$ cat config.mk
export PLATFORM = sky130hd
export DESIGN_NAME = cfr_feature_ctrl
export DESIGN_NICKNAME = d
export VERILOG_FILES = /design/src/verilog/cfr_feature_ctrl.v
export VERILOG_INCLUDE_DIRS = /design/src /design/src/verilog
export SDC_FILE = /design/constraint.sdc
export NUM_CORES = 1
export LEC_CHECK = 0
export BUFFER_PORTS_ARGS = -buffer_cell sky130_fd_sc_hd__buf_2
export CAP_MARGIN = 5
export CELL_PAD_IN_SITES_DETAIL_PLACEMENT = 0
export CELL_PAD_IN_SITES_GLOBAL_PLACEMENT = 1
export CORE_MARGIN = 1
export CORE_UTILIZATION = 43
export DETAILED_ROUTE_END_ITERATION = 10
export PLACE_DENSITY_LB_ADDON = 0.1
export SLEW_MARGIN = 15
export SYNTH_ARGS = -nofsm -noshare
export SYNTH_HDL_FRONTEND = slang
export SYNTH_SLANG_ARGS = --single-unit
$ cat constraint.sdc
create_clock -name core_clk -period 1.1 [get_ports core_clk]
set_input_delay 0.22 -clock core_clk [delete_from_list [all_inputs] [get_ports core_clk]]
set_output_delay 0.22 -clock core_clk [all_outputs]
set_load 0.01 [all_outputs]
$ cat src/verilog/cfr_defines.vh
// Register offsets, field positions and codes of the feature control bank.
// Assumes inclusion by bare name from the bank's design file.
`ifndef CFR_DEFINES_VH
`define CFR_DEFINES_VH

// ------------------------------------------------------------
// Register offsets on the serial register port
// ------------------------------------------------------------
`define CFR_ADDR_LOS_SQUELCH   8'h11
`define CFR_ADDR_OUT_SEQ       8'h22
`define CFR_ADDR_FEATURE       8'h1F
`define CFR_ADDR_HOLDOVER      8'h34

// ------------------------------------------------------------
// Field positions
// ------------------------------------------------------------
`define CFR_BIT_BOOST          0
`define CFR_BIT_SQUELCH_MODE   1
`define CFR_BIT_LOS_POL        2
`define CFR_BIT_PRBS_INIT      3
`define CFR_BIT_CLK_DIS        5
`define CFR_BIT_DATA_DIS       6
`define CFR_BIT_CDR_BYPASS     7
`define CFR_BIT_HOLDOVER       1
`define CFR_MODE_HI            2
`define CFR_MODE_LO            0

// ------------------------------------------------------------
// Codes and reset values
// ------------------------------------------------------------
`define CFR_FEAT_DDR           3'h2
`define CFR_FEAT_PRBS          3'h5
`define CFR_PRBS_OFF           3'h0
`define CFR_PRBS_GEN           3'h1
`define CFR_PRBS_DET           3'h4
`define CFR_RESET_BYTE         8'h00
`define CFR_HOLDOVER_ONLY      8'h02

`endif

$ cat src/verilog/cfr_feature_ctrl.v
// Write-side feature control bank of the clock and data recovery receiver.
// Assumes a serial interface front end handing over decoded byte writes
// (address, data, one-cycle strobe) on core_clk; raw pins pass three flops.
// How it works
// RULE1: Squelch mode 0 mutes clock and data; 1 mutes only one.
// RULE2: Data output buffer enabled while its disable bit is zero.
// RULE3: Clock output buffer enabled while its disable bit is zero.
// RULE4: Sequence starts on written one then zero, never on a level.
// RULE5: Feature field 010 switches outputs to double data rate.
// RULE6: Feature field 101 enables sequence generator and detector path.
// RULE7: Host writes only 010 or 101 to feature field; others reserved.
// RULE8: Holdover entered when register holds only its holdover bit set.
// RULE9: Loss indicator active high when polarity bit zero, else low.
// RULE10: Mode field 000 powers down, 001 generates, 100 detects.
`timescale 1ns/1ps
`default_nettype none
`include "cfr_defines.vh"

module cfr_feature_ctrl (
  input  wire       core_clk,
  input  wire       arst_n,
  input  wire       wr_stb,
  input  wire [7:0] wr_addr,
  input  wire [7:0] wr_data,
  input  wire       squelch_req,
  input  wire       signal_loss_raw,
  output reg        signal_loss_indicator,
  output reg        retimed_data_output_en,
  output reg        recovered_clock_output_en,
  output reg        squelch_clk,
  output reg        squelch_data,
  output reg        ddr_en,
  output reg        prbs_path_en,
  output reg        prbs_gen_en,
  output reg        prbs_det_en,
  output reg        prbs_start,
  output reg        holdover_en,
  output reg        cdr_bypass,
  output reg        boost_output
);

  // ------------------------------------------------------------
  // Register bank
  // ------------------------------------------------------------
  reg [7:0] los_squelch_control_r;
  reg [7:0] output_and_sequence_control_r;
  reg [7:0] feature_enable_control_r;
  reg [7:0] holdover_select_r;
  reg       init_prev_r;

  always @(posedge core_clk or negedge arst_n) begin
    if (!arst_n) begin
      los_squelch_control_r         <= `CFR_RESET_BYTE;
      output_and_sequence_control_r <= `CFR_RESET_BYTE;
      feature_enable_control_r      <= `CFR_RESET_BYTE;
      holdover_select_r             <= `CFR_RESET_BYTE;
    end else if (wr_stb) begin
      case (wr_addr)
        `CFR_ADDR_LOS_SQUELCH: los_squelch_control_r         <= wr_data;
        `CFR_ADDR_OUT_SEQ:     output_and_sequence_control_r <= wr_data;
        `CFR_ADDR_FEATURE:     feature_enable_control_r      <= wr_data;
        `CFR_ADDR_HOLDOVER:    holdover_select_r             <= wr_data;
        default: begin
        end
      endcase
    end
  end

  // ------------------------------------------------------------
  // Pin synchroniser for loss and squelch requests
  // ------------------------------------------------------------
  // Change accepted only when second and third stages agree
  reg [2:0] los_sync_r;
  reg [2:0] sq_sync_r;
  reg       los_clean_r;
  reg       sq_clean_r;
  reg       sq_alt_r;

  always @(posedge core_clk or negedge arst_n) begin
    if (!arst_n) begin
      los_sync_r  <= 3'h0;
      sq_sync_r   <= 3'h0;
      los_clean_r <= 1'b0;
      sq_clean_r  <= 1'b0;
    end else begin
      los_sync_r <= {los_sync_r[1:0], signal_loss_raw};
      sq_sync_r  <= {sq_sync_r[1:0], squelch_req};
      if (los_sync_r[1] == los_sync_r[2])
        los_clean_r <= los_sync_r[2];
      if (sq_sync_r[1] == sq_sync_r[2])
        sq_clean_r <= sq_sync_r[2];
    end
  end

  // ------------------------------------------------------------
  // Decoded fields
  // ------------------------------------------------------------
  wire [2:0] feat_w;
  wire [2:0] mode_w;
  wire       init_w;
  wire       sqmd_w;
  wire       lospol_w;
  wire       datdis_w;
  wire       clkdis_w;
  wire       path_w;
  wire       ddr_w;
  wire       gen_w;
  wire       det_w;
  wire       hold_w;
  wire       sq_end_w;

  assign feat_w   = feature_enable_control_r[`CFR_MODE_HI:`CFR_MODE_LO];
  assign mode_w   =
    output_and_sequence_control_r[`CFR_MODE_HI:`CFR_MODE_LO];
  assign init_w   = output_and_sequence_control_r[`CFR_BIT_PRBS_INIT];
  assign sqmd_w   = los_squelch_control_r[`CFR_BIT_SQUELCH_MODE];
  assign lospol_w = los_squelch_control_r[`CFR_BIT_LOS_POL];
  assign datdis_w = output_and_sequence_control_r[`CFR_BIT_DATA_DIS];
  assign clkdis_w = output_and_sequence_control_r[`CFR_BIT_CLK_DIS];
  // Reserved feature codes decode to neither path
  assign path_w   = (feat_w == `CFR_FEAT_PRBS); // see RULE6
  assign ddr_w    = (feat_w == `CFR_FEAT_DDR);  // see RULE5
  assign gen_w    = path_w & (mode_w == `CFR_PRBS_GEN); // see RULE10
  assign det_w    = path_w & (mode_w == `CFR_PRBS_DET); // see RULE10
  // Exact byte: stray set bits keep holdover off
  assign hold_w   = (holdover_select_r == `CFR_HOLDOVER_ONLY); // see RULE8
  // Episode over: clean request gone while a mute still shows
  assign sq_end_w = ~sq_clean_r & (squelch_clk | squelch_data);

  // ------------------------------------------------------------
  // Loss indicator
  // ------------------------------------------------------------
  always @(posedge core_clk or negedge arst_n) begin
    if (!arst_n) begin
      signal_loss_indicator <= 1'b0;
    end else begin
      // Polarity bit flips the indicator sense
      signal_loss_indicator <= los_clean_r ^ lospol_w; // see RULE9
    end
  end

  // ------------------------------------------------------------
  // Output buffer enables
  // ------------------------------------------------------------
  always @(posedge core_clk or negedge arst_n) begin
    if (!arst_n) begin
      retimed_data_output_en    <= 1'b0;
      recovered_clock_output_en <= 1'b0;
    end else begin
      retimed_data_output_en    <= ~datdis_w; // see RULE2
      recovered_clock_output_en <= ~clkdis_w; // see RULE3
    end
  end

  // ------------------------------------------------------------
  // Squelch
  // ------------------------------------------------------------
  // Single-output mode mutes clock or data, clock after reset; the choice
  // flips at the end of every episode in either mode, never mid-episode
  always @(posedge core_clk or negedge arst_n) begin
    if (!arst_n) begin
      sq_alt_r     <= 1'b0;
      squelch_clk  <= 1'b0;
      squelch_data <= 1'b0;
    end else begin
      if (sq_end_w) begin
        sq_alt_r <= ~sq_alt_r;
      end
      squelch_clk  <= sq_clean_r & (~sqmd_w | ~sq_alt_r); // see RULE1
      squelch_data <= sq_clean_r & (~sqmd_w | sq_alt_r);  // see RULE1
    end
  end

  // ------------------------------------------------------------
  // Feature and sequence modes
  // ------------------------------------------------------------
  always @(posedge core_clk or negedge arst_n) begin
    if (!arst_n) begin
      ddr_en       <= 1'b0;
      prbs_path_en <= 1'b0;
      prbs_gen_en  <= 1'b0;
      prbs_det_en  <= 1'b0;
    end else begin
      ddr_en       <= ddr_w;  // see RULE5
      prbs_path_en <= path_w; // see RULE6
      prbs_gen_en  <= gen_w;  // see RULE10
      prbs_det_en  <= det_w;  // see RULE10
    end
  end

  // ------------------------------------------------------------
  // Sequence start pulse
  // ------------------------------------------------------------
  // Falling edge of the written bit: a held one never restarts
  always @(posedge core_clk or negedge arst_n) begin
    if (!arst_n) begin
      init_prev_r <= 1'b0;
      prbs_start  <= 1'b0;
    end else begin
      init_prev_r <= init_w;
      prbs_start  <= init_prev_r & ~init_w; // see RULE4
    end
  end

  // ------------------------------------------------------------
  // Holdover
  // ------------------------------------------------------------
  always @(posedge core_clk or negedge arst_n) begin
    if (!arst_n) begin
      holdover_en <= 1'b0;
    end else begin
      holdover_en <= hold_w; // see RULE8
    end
  end

  // ------------------------------------------------------------
  // Pass-through controls
  // ------------------------------------------------------------
  // Only carried to the analog side; no logic acts on them here
  always @(posedge core_clk or negedge arst_n) begin
    if (!arst_n) begin
      cdr_bypass   <= 1'b0;
      boost_output <= 1'b0;
    end else begin
      cdr_bypass   <= output_and_sequence_control_r[`CFR_BIT_CDR_BYPASS];
      boost_output <= los_squelch_control_r[`CFR_BIT_BOOST];
    end
  end

endmodule
`default_nettype wire

Word-level counts from Yosys, hierarchy flattened --
Index checks and enable logic that the tools add are counted.
Word-level totals: bits in registers 45, bits of input ports 21, output and inout port bits 13, word-level logic and storage cells 54
Cells by class: equal/unequal tests 11, bitwise logic cells 16, reductions and logical operators 4
Operators with widths (count):
- $eq 8x5->1 const B | 2
- $eq 8x6->1 const B | 2
- $eq 8x2->1 const B | 1
- $reduce_and 2->1 | 4
- $and 1x1->1 | 6
- $eq 3x3->1 const B | 2
- $not 1->1 | 6
- $eq 3x1->1 const B | 1
- $eq 3x2->1 const B | 1
- $or 1x1->1 | 3
- $eq 1x1->1 | 2
- $xor 1x1->1 | 1

Logic depth before layout (Yosys ltp) --
Gate-level depths: netlist (run 1).
word-level depth 3, depth in mapped cells 4, gate-level depth less buffers 3

Worst setup path before layout (run 1) --
No wires, ideal clock.
path kind input-to-reg, start point in wr_addr[6], end point reg feature_enable_control_r[0], arrival 1.079 ns, data required time 0.975 ns, path slack -0.104 ns, stages on the path 3, buffers on the path 0, path through nand4bb_1 > nor3_1 > mux2_2
On the way: word-level cells in the longest chain between the ends 2
Ends and longest elaborated chain:
- start, declared | line cfr_feature_ctrl.v:23 | input wire [7:0] wr_addr,
- $eq 8x5->1 | line cfr_feature_ctrl.v:58 | case (wr_addr)
- $reduce_and 2->1 (no line)
- end signal, assigned | line cfr_feature_ctrl.v:55 | feature_enable_control_r <= `CFR_RESET_BYTE;
- end signal, assigned | line cfr_feature_ctrl.v:61 | `CFR_ADDR_FEATURE: feature_enable_control_r <= wr_data;
- end, declared | line cfr_feature_ctrl.v:47 | reg [7:0] feature_enable_control_r;
No other way between the ends. A chain may end at the register's enable or synchronous reset.

Worst setup path after layout (run 1) --
start point reg squelch_data, end point out squelch_data
RTL lines:
- start, declared | line cfr_feature_ctrl.v:31 | output reg squelch_data,
- start signal, assigned | line cfr_feature_ctrl.v:170 | squelch_data <= sq_clean_r & (~sqmd_w | sq_alt_r);
No word-level cell between the ends.

==> results of run 1 <==
registers in the layout (all words and copies together), names as in the netlist:
register,flops
init_prev_r,1
prbs_det_en,1
los_sync_r,3
ddr_en,1
prbs_path_en,1
prbs_gen_en,1
squelch_clk,1
recovered_clock_output_en,1
sq_alt_r,1
signal_loss_indicator,1
los_squelch_control_r,3
los_clean_r,1
retimed_data_output_en,1
holdover_select_r,8
sq_sync_r,3
feature_enable_control_r,3
prbs_start,1
cdr_bypass,1
boost_output,1
holdover_en,1
sq_clean_r,1
squelch_data,1
output_and_sequence_control_r,7
layout by cell type, fill, tap and decap left out, drive strengths merged:
master and instances:
nor3 1, nor2 4, bufinv 2, nand3b 1, buf 40, dfrtp 44
or2 1, nor4 1, maj3 2, and4b 1, xor2 1, a21boi 2
dlygate4sd3 3, xnor2 1, mux2 21, nand3 2, nor4bb 1, nor4b 2
nand4bb 2, nand2 2, nor3b 3, clkbuf 5, nor2b 1, inv 4
and4bb 1
kinds of logic after synthesis:
kind of cell               synth area share, %
buffers and inverters                    1.662
xor gates and xnor gates                 1.109
DFF                                      69.68
muxes                                    14.96
adders and majority gates                1.267
and+or+nand+nor                          10.37
AOI/OAI and AO/OA                       0.9498
layer usage:
layer / part of all wire (%) / wire length, µm / vias up
li1: - / - / 441
met1: 45 / 1030 / 436
met2: 47 / 1076 / 32
met3: 6.5 / 148 / 4
met4: 0.97 / 22 / 0
met5: 0 / 0 / -
worst reg2reg max path, cell delays in order (launching register included):
cell and delay (ns):
dfrtp_1 0.38, or2_2 0.32, nor4b_1 0.28
metrics by stage:
stage          setup WS, ns  cell area [µm²]  hold WS, ns  total power [mW]  setup TNS [ns]
2_1_floorplan      -0.04108             1585     -0.07559             1.904         -0.4079
3_3_place_gp        -0.2502             1862       0.2088             2.039          -4.543
3_5_place_dp        -0.2754             1862       0.2120             2.049          -5.061
4_1_cts            0.005801             1989      0.09525             3.204               0
5_1_grt            -0.06488             1989      0.08066             3.344         -0.3866
6_report            0.02685             1989       0.1096             3.162               0
power by group:
| group | switching [mW] | internal, mW | leakage, nW | total, mW |
|---|---|---|---|---|
| logic | 0.121 | 0.137 | 0.389 | 0.258 |
| registers | 0.0447 | 1.72 | 0.572 | 1.76 |
| clock network | 0.448 | 0.696 | 0.0513 | 1.14 |
| total | 0.613 | 2.55 | 1.01 | 3.16 |
what timing repair did:
item,4_1_cts,5_1_grt
endpoints found under the hold margin,46,0
setup buffers,0,0
setup endpoints to repair,0,14
hold buffers,3,0
how the worst max path moves through the flow:
| stage | slack, ns | start | to |
|---|---|---|---|
| floorplan | -0.04 | wr_addr[6] | holdover_select_r[0] |
| global placement | -0.25 | wr_addr[7] | output_and_sequence_control_r[5] |
| detailed placement | -0.28 | wr_addr[7] | output_and_sequence_control_r[0] |
| CTS | 0.006 | squelch_data | squelch_data |
| global route | -0.06 | feature_enable_control_r[2] | prbs_gen_en |
| finish | 0.03 | squelch_data | squelch_data |
area by class of cell:
type / instances / area share, %
Tap cell: 46 / 2.893
Multi-Input combinational cell: 50 / 23.02
Clock buffer: 5 / 1.887
Clock inverter: 2 / 3.019
Sequential cell: 44 / 55.35
Inverter: 4 / 0.7547
Timing Repair Buffer: 43 / 13.08
==> out/metrics.yaml, run 1 <==
job:
  maxCapViolations: 0
pwr:
  power_density_nw_per_um2: 1590
  p_leak_nw: 1.012
  ir_drop_v: 0.001003
drt:
  wl_per_cell_um: 11.74
  wirelength_mm: 2.277
  vias_per_cell: 4.706
  first_pass_iters: 4
  drtIter0Drc: 19
  drtAntennaViolNets: 0
  vias: 913
  drc: 0
synthesis:
  synth-edff-count: 0
  synth.net_count: 120
  synth_cell_types: 23
  synth_area_leaders: "dfrtp_1, mux2_2, nand4bb_1, nor3b_1, maj3_1"
  netlist_area_um2: 1580
  yosys_warnings: 0
  synth_most_common_cell: "dfrtp_1"
  synthArstFlopShare_pct: 100.0
  synth_top_area_share_pct: 69.68
  syn_inst: 99
  synth_area_leader_cell: "dfrtp_1"
  yosysSeqAreaShare_pct: 69.68
  synth_common_cells: "dfrtp_1, mux2_2, inv_1, nor2_1, nor3b_1"
  avgSynthCellArea_um2: 15.96
  synth_ff_type: "dfrtp_1"
  synth_seq_cells: 44
die:
  die_w_um: 62.62
  die-height_um: 62.62
  io_pins: 34
  die-area_um2: 3921
  row_count: 21
  core_um2: 3416
  start_util_pct: 46.26
worst_hold_path:
  min_from: "wr_data[4]"
  hold_path_class: "in2reg"
  hold-path-endpoint: "holdover_select_r[4]"
  whs_path_depth: 2
cts:
  cts_resized: 0
  cts_max_level: 2
  clockBufferDepth: 2
  clock_latency_ns: 0.33
  cts_tree: "built"
  root_buffer: "clkbuf_4"
  cts_sinks: 44
  numCtsBuffers: 5
  clk_pin_slew_worst_paths_ns: 0.12
critical_path:
  slowest_delay_ns: 0.39
  crit_arrival_ns: 0.85
  cp-end-kind: "primary output"
  path_cells: "buf_2"
  required_ns: 0.88
  slowest_stage: "dfrtp_1"
  reg2reg_depth: 2
  cp.depth: 1
  worstSetupStartpointType: "register"
  crit_fanout: 2
  cp_num_buf_inv: 1
  r2r_slack_ns: 0.03
  rr_endpoint: "prbs_det_en"
  cp_top_family: "flip-flops"
  crit_type: "reg2out"
  r2r-start: "feature_enable_control_r[1]"
place:
  place_congestion: 0.7107
  dp.cells: 184
  dpl.hpwl_mm: 1.705
  numPortBuffers: 33
sta:
  tightest_slew_ns: 0.3076
  fin_crit_ns: 1.073
  setup_viol: 0
  hold_viol: 0
  clock.fmax_ghz: 0.9318
  finalCritPeriodShare_pct: 97.56
  slew_headroom_pct: 79.45
  drv_slew: 0
  fin_skew_ns: 0.01084
  rsz0062_at_grt: "true"
finish:
  n_fill_cell: 293
  fin_util_pct: 58.24
  areaGrowthSynthToFinish_pct: 25.89
  drive_gt1_share_pct: 48.65
  register_area_um2: 1101
  final_cells: 194
  multi_input_area_um2: 457.9
  antenna_cells: 0
  nets: 169
grt:
  grt_pass1_vias: 938
  grt_max_degree: 45
  grt_use_met3_pct: 4.380
  grt_use_met2_pct: 22.69
  busiest_layer: "met2"
  use_met1_pct: 16.36
  grt.total_usage_pct: 13.62
  grt_first_pass_wirelength_mm: 4.050
  antenna_found_initial: 0
  grt-ovfl-total: 0
status:
  run_status: "finished clean"
No activity file was read; power rests on OpenSTA's default activity.
==> run 2, diff against run 1 <==
--- a/config.mk
+++ b/config.mk
@@ -12,9 +12,11 @@
 export CELL_PAD_IN_SITES_GLOBAL_PLACEMENT = 1
 export CORE_MARGIN = 1
 export CORE_UTILIZATION = 43
+export CTS_BUF_LIST = sky130_fd_sc_hd__clkbuf_8 sky130_fd_sc_hd__clkbuf_16
 export DETAILED_ROUTE_END_ITERATION = 10
 export PLACE_DENSITY_LB_ADDON = 0.1
 export SLEW_MARGIN = 15
 export SYNTH_ARGS = -nofsm -noshare
 export SYNTH_HDL_FRONTEND = slang
 export SYNTH_SLANG_ARGS = --single-unit
+export TNS_END_PERCENT = 5
==> run 2 against run 1 <==
Net effect: flip-flop and latch count did not move; sequential share of layout area rose by 0.96 points; power fell by 5.3%; via count fell by 1.4%; die area did not move; clock-buffer cell count rose by 1; highest routed layer is now met3; fmax rose by 1.4%; final cell count fell by 2.6%; clock skew fell by 0.0046 ns; design area fell by 1.7%.
==> out/metrics.yaml, run 2 (synthesis results as in run 1) <==
drt:
  met3WireLength_um: 77  # was 148 µm
  wl_met1_mm: 1.074  # was 1.030 mm
  vias: 900  # was 913
  drtAntennaViolNets: 0  # unchanged
  wl_per_cell_um: 12.60  # was 11.74 µm
  routed.top_layer: "met3"  # was met4
  drtIter0Drc: 8  # was 19
  drc: 0  # unchanged
  vias_per_cell: 4.762  # was 4.706
  wirelength_mm: 2.381  # was 2.277 mm
  first_pass_iters: 3  # was 4
  wl_met2_mm: 1.230  # was 1.076 mm
die:
  die-height_um: 62.62  # unchanged
  die_w_um: 62.62  # unchanged
  start_util_pct: 46.26  # unchanged
  io_pins: 34  # unchanged
  die-area_um2: 3921  # unchanged
  core_um2: 3416  # unchanged
  row_count: 21  # unchanged
finish:
  areaGrowthSynthToFinish_pct: 23.75  # was 25.89%
  n_fill_cell: 305  # was 293
  final_cells: 189  # was 194
  regMostFlops: "holdover_select_r"  # unchanged
  largest_reg_flops: 8  # unchanged
  antenna_cells: 0  # unchanged
  drive_gt1_share_pct: 49.65  # was 48.65%
  layout_commonest_cell: "dfrtp_1"  # unchanged
  reg.largest.list: "holdover_select_r x8, output_and_sequence_control_r x7"  # unchanged
  final_cell_mix: "dfrtp_1, buf_2, mux2_2"  # unchanged
  nets: 163  # was 169
grt:
  antenna_found_initial: 0  # unchanged
  grt.total_usage_pct: 13.84  # was 13.62%
  grt_max_degree: 45  # unchanged
  grt_first_pass_wirelength_mm: 4.146  # was 4.050 mm
  grt-ovfl-total: 0  # unchanged
  grt_pass1_vias: 956  # was 938
critical_path:
  crit_arrival_ns: 1.23  # was 0.85 ns
  worstSetupStartpointType: "input port"  # was register
  slowest_delay_ns: 0.37  # was 0.39 ns
  cp-end-kind: "register"  # was primary output
  r2r_slack_ns: 0.11  # was 0.03 ns
  crit_type: "in2reg"  # was reg2out
  slowest_stage: "mux2_2"  # was dfrtp_1
  crit_fanout: 3  # was 2
  path_cells: "buf_2 > nand4bb_1 > nor3_2 > mux2_2"  # was buf_2
  required_ns: 1.27  # was 0.88 ns
sta:
  drv_slew: 0  # unchanged
  slew_headroom_pct: 80.53  # was 79.45%
  fin_crit_ns: 1.058  # was 1.073 ns
  tightest_slew_ns: 0.2881  # was 0.3076 ns
  hold_viol: 0  # unchanged
  finalCritPeriodShare_pct: 96.22  # was 97.56%
  clock.fmax_ghz: 0.9448  # was 0.9318 GHz
  holdWs_ns: 0.04112  # was 0.1096 ns
  rsz0062_at_grt: "false"  # was true
  setup_viol: 0  # unchanged
  fin_skew_ns: 0.006200  # was 0.01084 ns
worst_hold_path:
  hold_path_class: "in2reg"  # unchanged
pwr:
  ir_drop_v: 0.0008310  # was 0.001003 V
  power_density_nw_per_um2: 1531  # was 1590 nW/µm²
  p_leak_nw: 0.9856  # was 1.012 nW
place:
  dpl.hpwl_mm: 1.722  # was 1.705 mm
  dp.cells: 180  # was 184
  place_congestion: 0.7436  # was 0.7107
  numPortBuffers: 33  # unchanged
cts:
  clk_pin_slew_worst_paths_ns: 0.08  # was 0.12 ns
  root_buffer: "clkbuf_8"  # was clkbuf_4
  clock_latency_ns: 0.28  # was 0.33 ns
  cts_tree: "built"  # unchanged
  numCtsBuffers: 5  # unchanged
  cts_sinks: 44  # unchanged
  clockBufferDepth: 2  # unchanged
  cts_max_level: 2  # unchanged
job:
  maxCapViolations: 0  # unchanged
status:
  run_status: "finished clean"  # unchanged
[run 2: cell count changes in the layout (fill, tap and decap cells not counted), sizes merged]
cell         before  now
buf              40   36
bufinv            2    0
clkbuf            5    6
clkinvlp          0    1
dlygate4sd3       3    1
inv               4    5
[run 2: stage by stage]
step                util [%]  total power [mW]  setup WS (ns)  setup TNS (ns)  cell area [µm²]
floorplan                  -             1.904       -0.04108         -0.4705             1585
global placement       53.63             2.031        -0.2373          -4.501             1832
detailed placement     53.63             2.043        -0.2629          -5.106             1832
CTS                    56.85             3.051       0.006488               0             1942
global route           57.25             3.182       0.005546               0             1956
finish                 57.25             2.994        0.04154               0             1956
[run 2: repair_timing]
| item | CTS | global route |
|---|---|---|
| resized for setup | 1 | 3 |
| hold buffers | 1 | 0 |
| setup endpoints to repair | 1 | 12 |
| hold endpoints to repair | 44 | 0 |
| pin swaps | 0 | 1 |
| buffers inserted | 0 | 0 |
[run 2: layout make-up]
class	count	area, µm²	share of cell area (%)
repair buffers	37	210.2	10.75
clock inverters	2	11.26	0.5758
clock buffers	6	82.58	4.223
flip-flops and latches	44	1101	56.30
multi-input cells	50	478.0	24.44
inverters	4	15.01	0.7678
well taps	46	57.56	2.943
[run 2: metal layers]
metal / up-vias / global-route usage (%)
met4: 0 / 2.616
li1: 429 / -
met5: - / 0
met3: 0 / 4.927
met1: 453 / 16.81
met2: 18 / 23.78
[run 2: worst max-delay path, delay by kind of cell]
family        cells  cell delay (ns)
mux               1             0.37
buf+inv           1             0.11
simple gates      2             0.53
[run 2: worst paths after layout]
| path | from | to | cells after the start |
|---|---|---|---|
| min in group asynchronous | arst_n | boost_output | 3 |
| min reg2reg | los_sync_r[0] | los_sync_r[1] | 0 |
| min | squelch_req | sq_sync_r[0] | 1 |
| max | wr_addr[6] | feature_enable_control_r[0] | 4 |
| max reg2reg | holdover_select_r[5] | holdover_en | 2 |
| max in group asynchronous | arst_n | cdr_bypass | 3 |
[run 2: where the power goes]
part,internal [mW],switching (mW)
Clock,0.500,0.484
Sequential,1.72,0.0487
Combinational,0.128,0.118
==> run 3, diff against run 2 <==
--- a/config.mk
+++ b/config.mk
@@ -15,6 +15,7 @@
 export CTS_BUF_LIST = sky130_fd_sc_hd__clkbuf_8 sky130_fd_sc_hd__clkbuf_16
 export DETAILED_ROUTE_END_ITERATION = 10
 export PLACE_DENSITY_LB_ADDON = 0.1
+export SETUP_SLACK_MARGIN = 0.4
 export SLEW_MARGIN = 15
 export SYNTH_ARGS = -nofsm -noshare
 export SYNTH_HDL_FRONTEND = slang
==> run 3 against run 2 <==
Net effect: critical path depth increased by 1; design area increased by 4.2%; sequential power about the same; highest routed layer is now met4.
==> out/metrics.yaml, run 3 (synthesis results as in run 1) <==
status:
  run_status: "finished clean"  # unchanged
critical_path:
  crit_arrival_ns: 1.20  # was 1.23 ns
  r2r-start: "feature_enable_control_r[2]"  # was holdover_select_r[5]
  worstSetupStartpointType: "input port"  # unchanged
  crit_fanout: 8  # was 3
  crit_type: "in2reg"  # unchanged
  rr_endpoint: "prbs_det_en"  # was holdover_en
  cp-end-kind: "register"  # unchanged
  reg2reg_depth: 3  # was 2
  required_ns: 1.26  # was 1.27 ns
  r2r_slack_ns: 0.12  # was 0.11 ns
sta:
  rsz0062_at_grt: "true"  # was false
  fin_skew_ns: 0.005696  # was 0.006200 ns
  finalCritPeriodShare_pct: 94.61  # was 96.22%
  holdWs_ns: 0.04062  # was 0.04112 ns
  setup_viol: 0  # unchanged
  drv_slew: 0  # unchanged
  tightest_slew_ns: 0.2536  # was 0.2881 ns
  fin_crit_ns: 1.041  # was 1.058 ns
  slew_headroom_pct: 83.07  # was 80.53%
  postLayoutSetupSlackWorst_ns: 0.05934  # was 0.04154 ns
  hold_viol: 0  # unchanged
  clock.fmax_ghz: 0.9609  # was 0.9448 GHz
grt:
  grt_first_pass_wirelength_mm: 4.264  # was 4.146 mm
  grt.total_usage_pct: 14.20  # was 13.84%
  antenna_found_initial: 0  # unchanged
  grt_max_degree: 45  # unchanged
  grt_pass1_vias: 975  # was 956
  grt-ovfl-total: 0  # unchanged
place:
  dpl.hpwl_mm: 1.722  # unchanged
  dp_slack_ns: -0.2629  # unchanged
  post_dp_cell_area_um2: 1832  # unchanged
  place_congestion: 0.7436  # unchanged
  numPortBuffers: 33  # unchanged
cts:
  root_buffer: "clkbuf_8"  # unchanged
  cts_tree: "built"  # unchanged
  clockBufferDepth: 2  # unchanged
  cts_sinks: 44  # unchanged
  clk_pin_slew_worst_paths_ns: 0.08  # about the same
  cts_max_level: 2  # unchanged
  clock_latency_ns: 0.28  # about the same
  numCtsBuffers: 5  # unchanged
die:
  die-height_um: 62.62  # unchanged
  io_pins: 34  # unchanged
  start_util_pct: 46.26  # unchanged
  core_um2: 3416  # unchanged
  die-area_um2: 3921  # unchanged
  die_w_um: 62.62  # unchanged
  row_count: 21  # unchanged
pwr:
  power_density_nw_per_um2: 1487  # was 1531 nW/µm²
  ir_drop_v: 0.0008238  # was 0.0008310 V
  p_leak_nw: 1.033  # was 0.9856 nW
  total_power_mw: 3.032  # was 2.994 mW
finish:
  multi_input_area_um2: 526.8  # was 478.0 µm²
  areaGrowthSynthToFinish_pct: 28.98  # was 23.75%
  fin_area_um2: 2038  # was 1956 µm²
  drive_gt1_share_pct: 53.74  # was 49.65%
  final_cell_mix: "dfrtp_1, buf_2, mux2_2"  # unchanged
  reg.largest.list: "holdover_select_r x8, output_and_sequence_control_r x7"  # unchanged
  layout_commonest_cell: "dfrtp_1"  # unchanged
  n_fill_cell: 304  # was 305
  register_area_um2: 1101  # unchanged
  largest_reg_flops: 8  # unchanged
  nets: 167  # was 163
  regMostFlops: "holdover_select_r"  # unchanged
  antenna_cells: 0  # unchanged
drt:
  vias: 918  # was 900
  drc: 0  # unchanged
  drtIter0Drc: 15  # was 8
  wl_per_cell_um: 13.02  # was 12.60 µm
  wirelength_mm: 2.513  # was 2.381 mm
  first_pass_iters: 3  # unchanged
  drtAntennaViolNets: 0  # unchanged
  vias_per_cell: 4.756  # was 4.762
worst_hold_path:
  hold-path-endpoint: "sq_sync_r[0]"  # unchanged
  min_from: "squelch_req"  # unchanged
  hold_path_class: "in2reg"  # unchanged
  whs_path_depth: 1  # unchanged
job:
  maxCapViolations: 0  # unchanged
==> run 3: final cells by class <==
class                   count  area share [%]
clock buffers               6           4.052
inverters                   4          0.7366
flip-flops and latches     44           54.02
well taps                  46           2.824
multi-input cells          50           25.84
repair buffers             41           11.97
clock inverters             2          0.5525
==> run 3: how the worst max path moves through the flow <==
stage	from	end	slack, ns	depth (start not counted)
2_1_floorplan	wr_addr[6]	holdover_select_r[0]	-0.04	4
3_3_place_gp	wr_addr[6]	feature_enable_control_r[0]	-0.24	4
3_5_place_dp	wr_addr[7]	output_and_sequence_control_r[7]	-0.26	4
4_1_cts	wr_addr[6]	holdover_select_r[1]	0.06	5
5_1_grt	squelch_clk	squelch_clk	0.03	1
6_report	wr_addr[6]	holdover_select_r[1]	0.06	5
==> run 3: timing repair <==
| action | 4_1_cts | 5_1_grt |
|---|---|---|
| pin swaps | 2 | 1 |
| endpoints found under the setup margin | 41 | 44 |
| buffers inserted | 3 | 1 |
| resized for setup | 7 | 4 |
| hold buffers | 1 | 0 |
| hold endpoints to repair | 44 | 0 |
==> run 3: power by group <==
| group | total [mW] | switching, mW | internal, mW | leakage [nW] |
|---|---|---|---|---|
| combinational | 0.277 | 0.130 | 0.147 | 0.412 |
| clock | 0.990 | 0.489 | 0.501 | 0.0486 |
| sequential | 1.76 | 0.0488 | 1.72 | 0.572 |
==> run 3: metal layers <==
layer / vias up / part of all wire (%) / global-route usage (%)
met5: - / 0 / 0
met4: 0 / 0.60 / 2.616
met3: 2 / 3.9 / 4.927
met2: 20 / 51 / 24.46
met1: 459 / 44 / 17.32
li1: 437 / - / -
==> run 3: worst max-delay path, cell delays in order <==
cell and delay, ns:
buf_2 0.11, nand4bb_4 0.23, nand4bb_1 0.21, buf_6 0.16
mux2_2 0.27
==> run 3: per-stage QoR <==
stage               cells  util, %  TNS (ns)
global placement      180    53.63    -4.501
CTS                   192    58.68         0
detailed placement    180    53.63    -5.106
global route          193    59.67         0
floorplan              99        -   -0.4705
finish                193    59.67         0
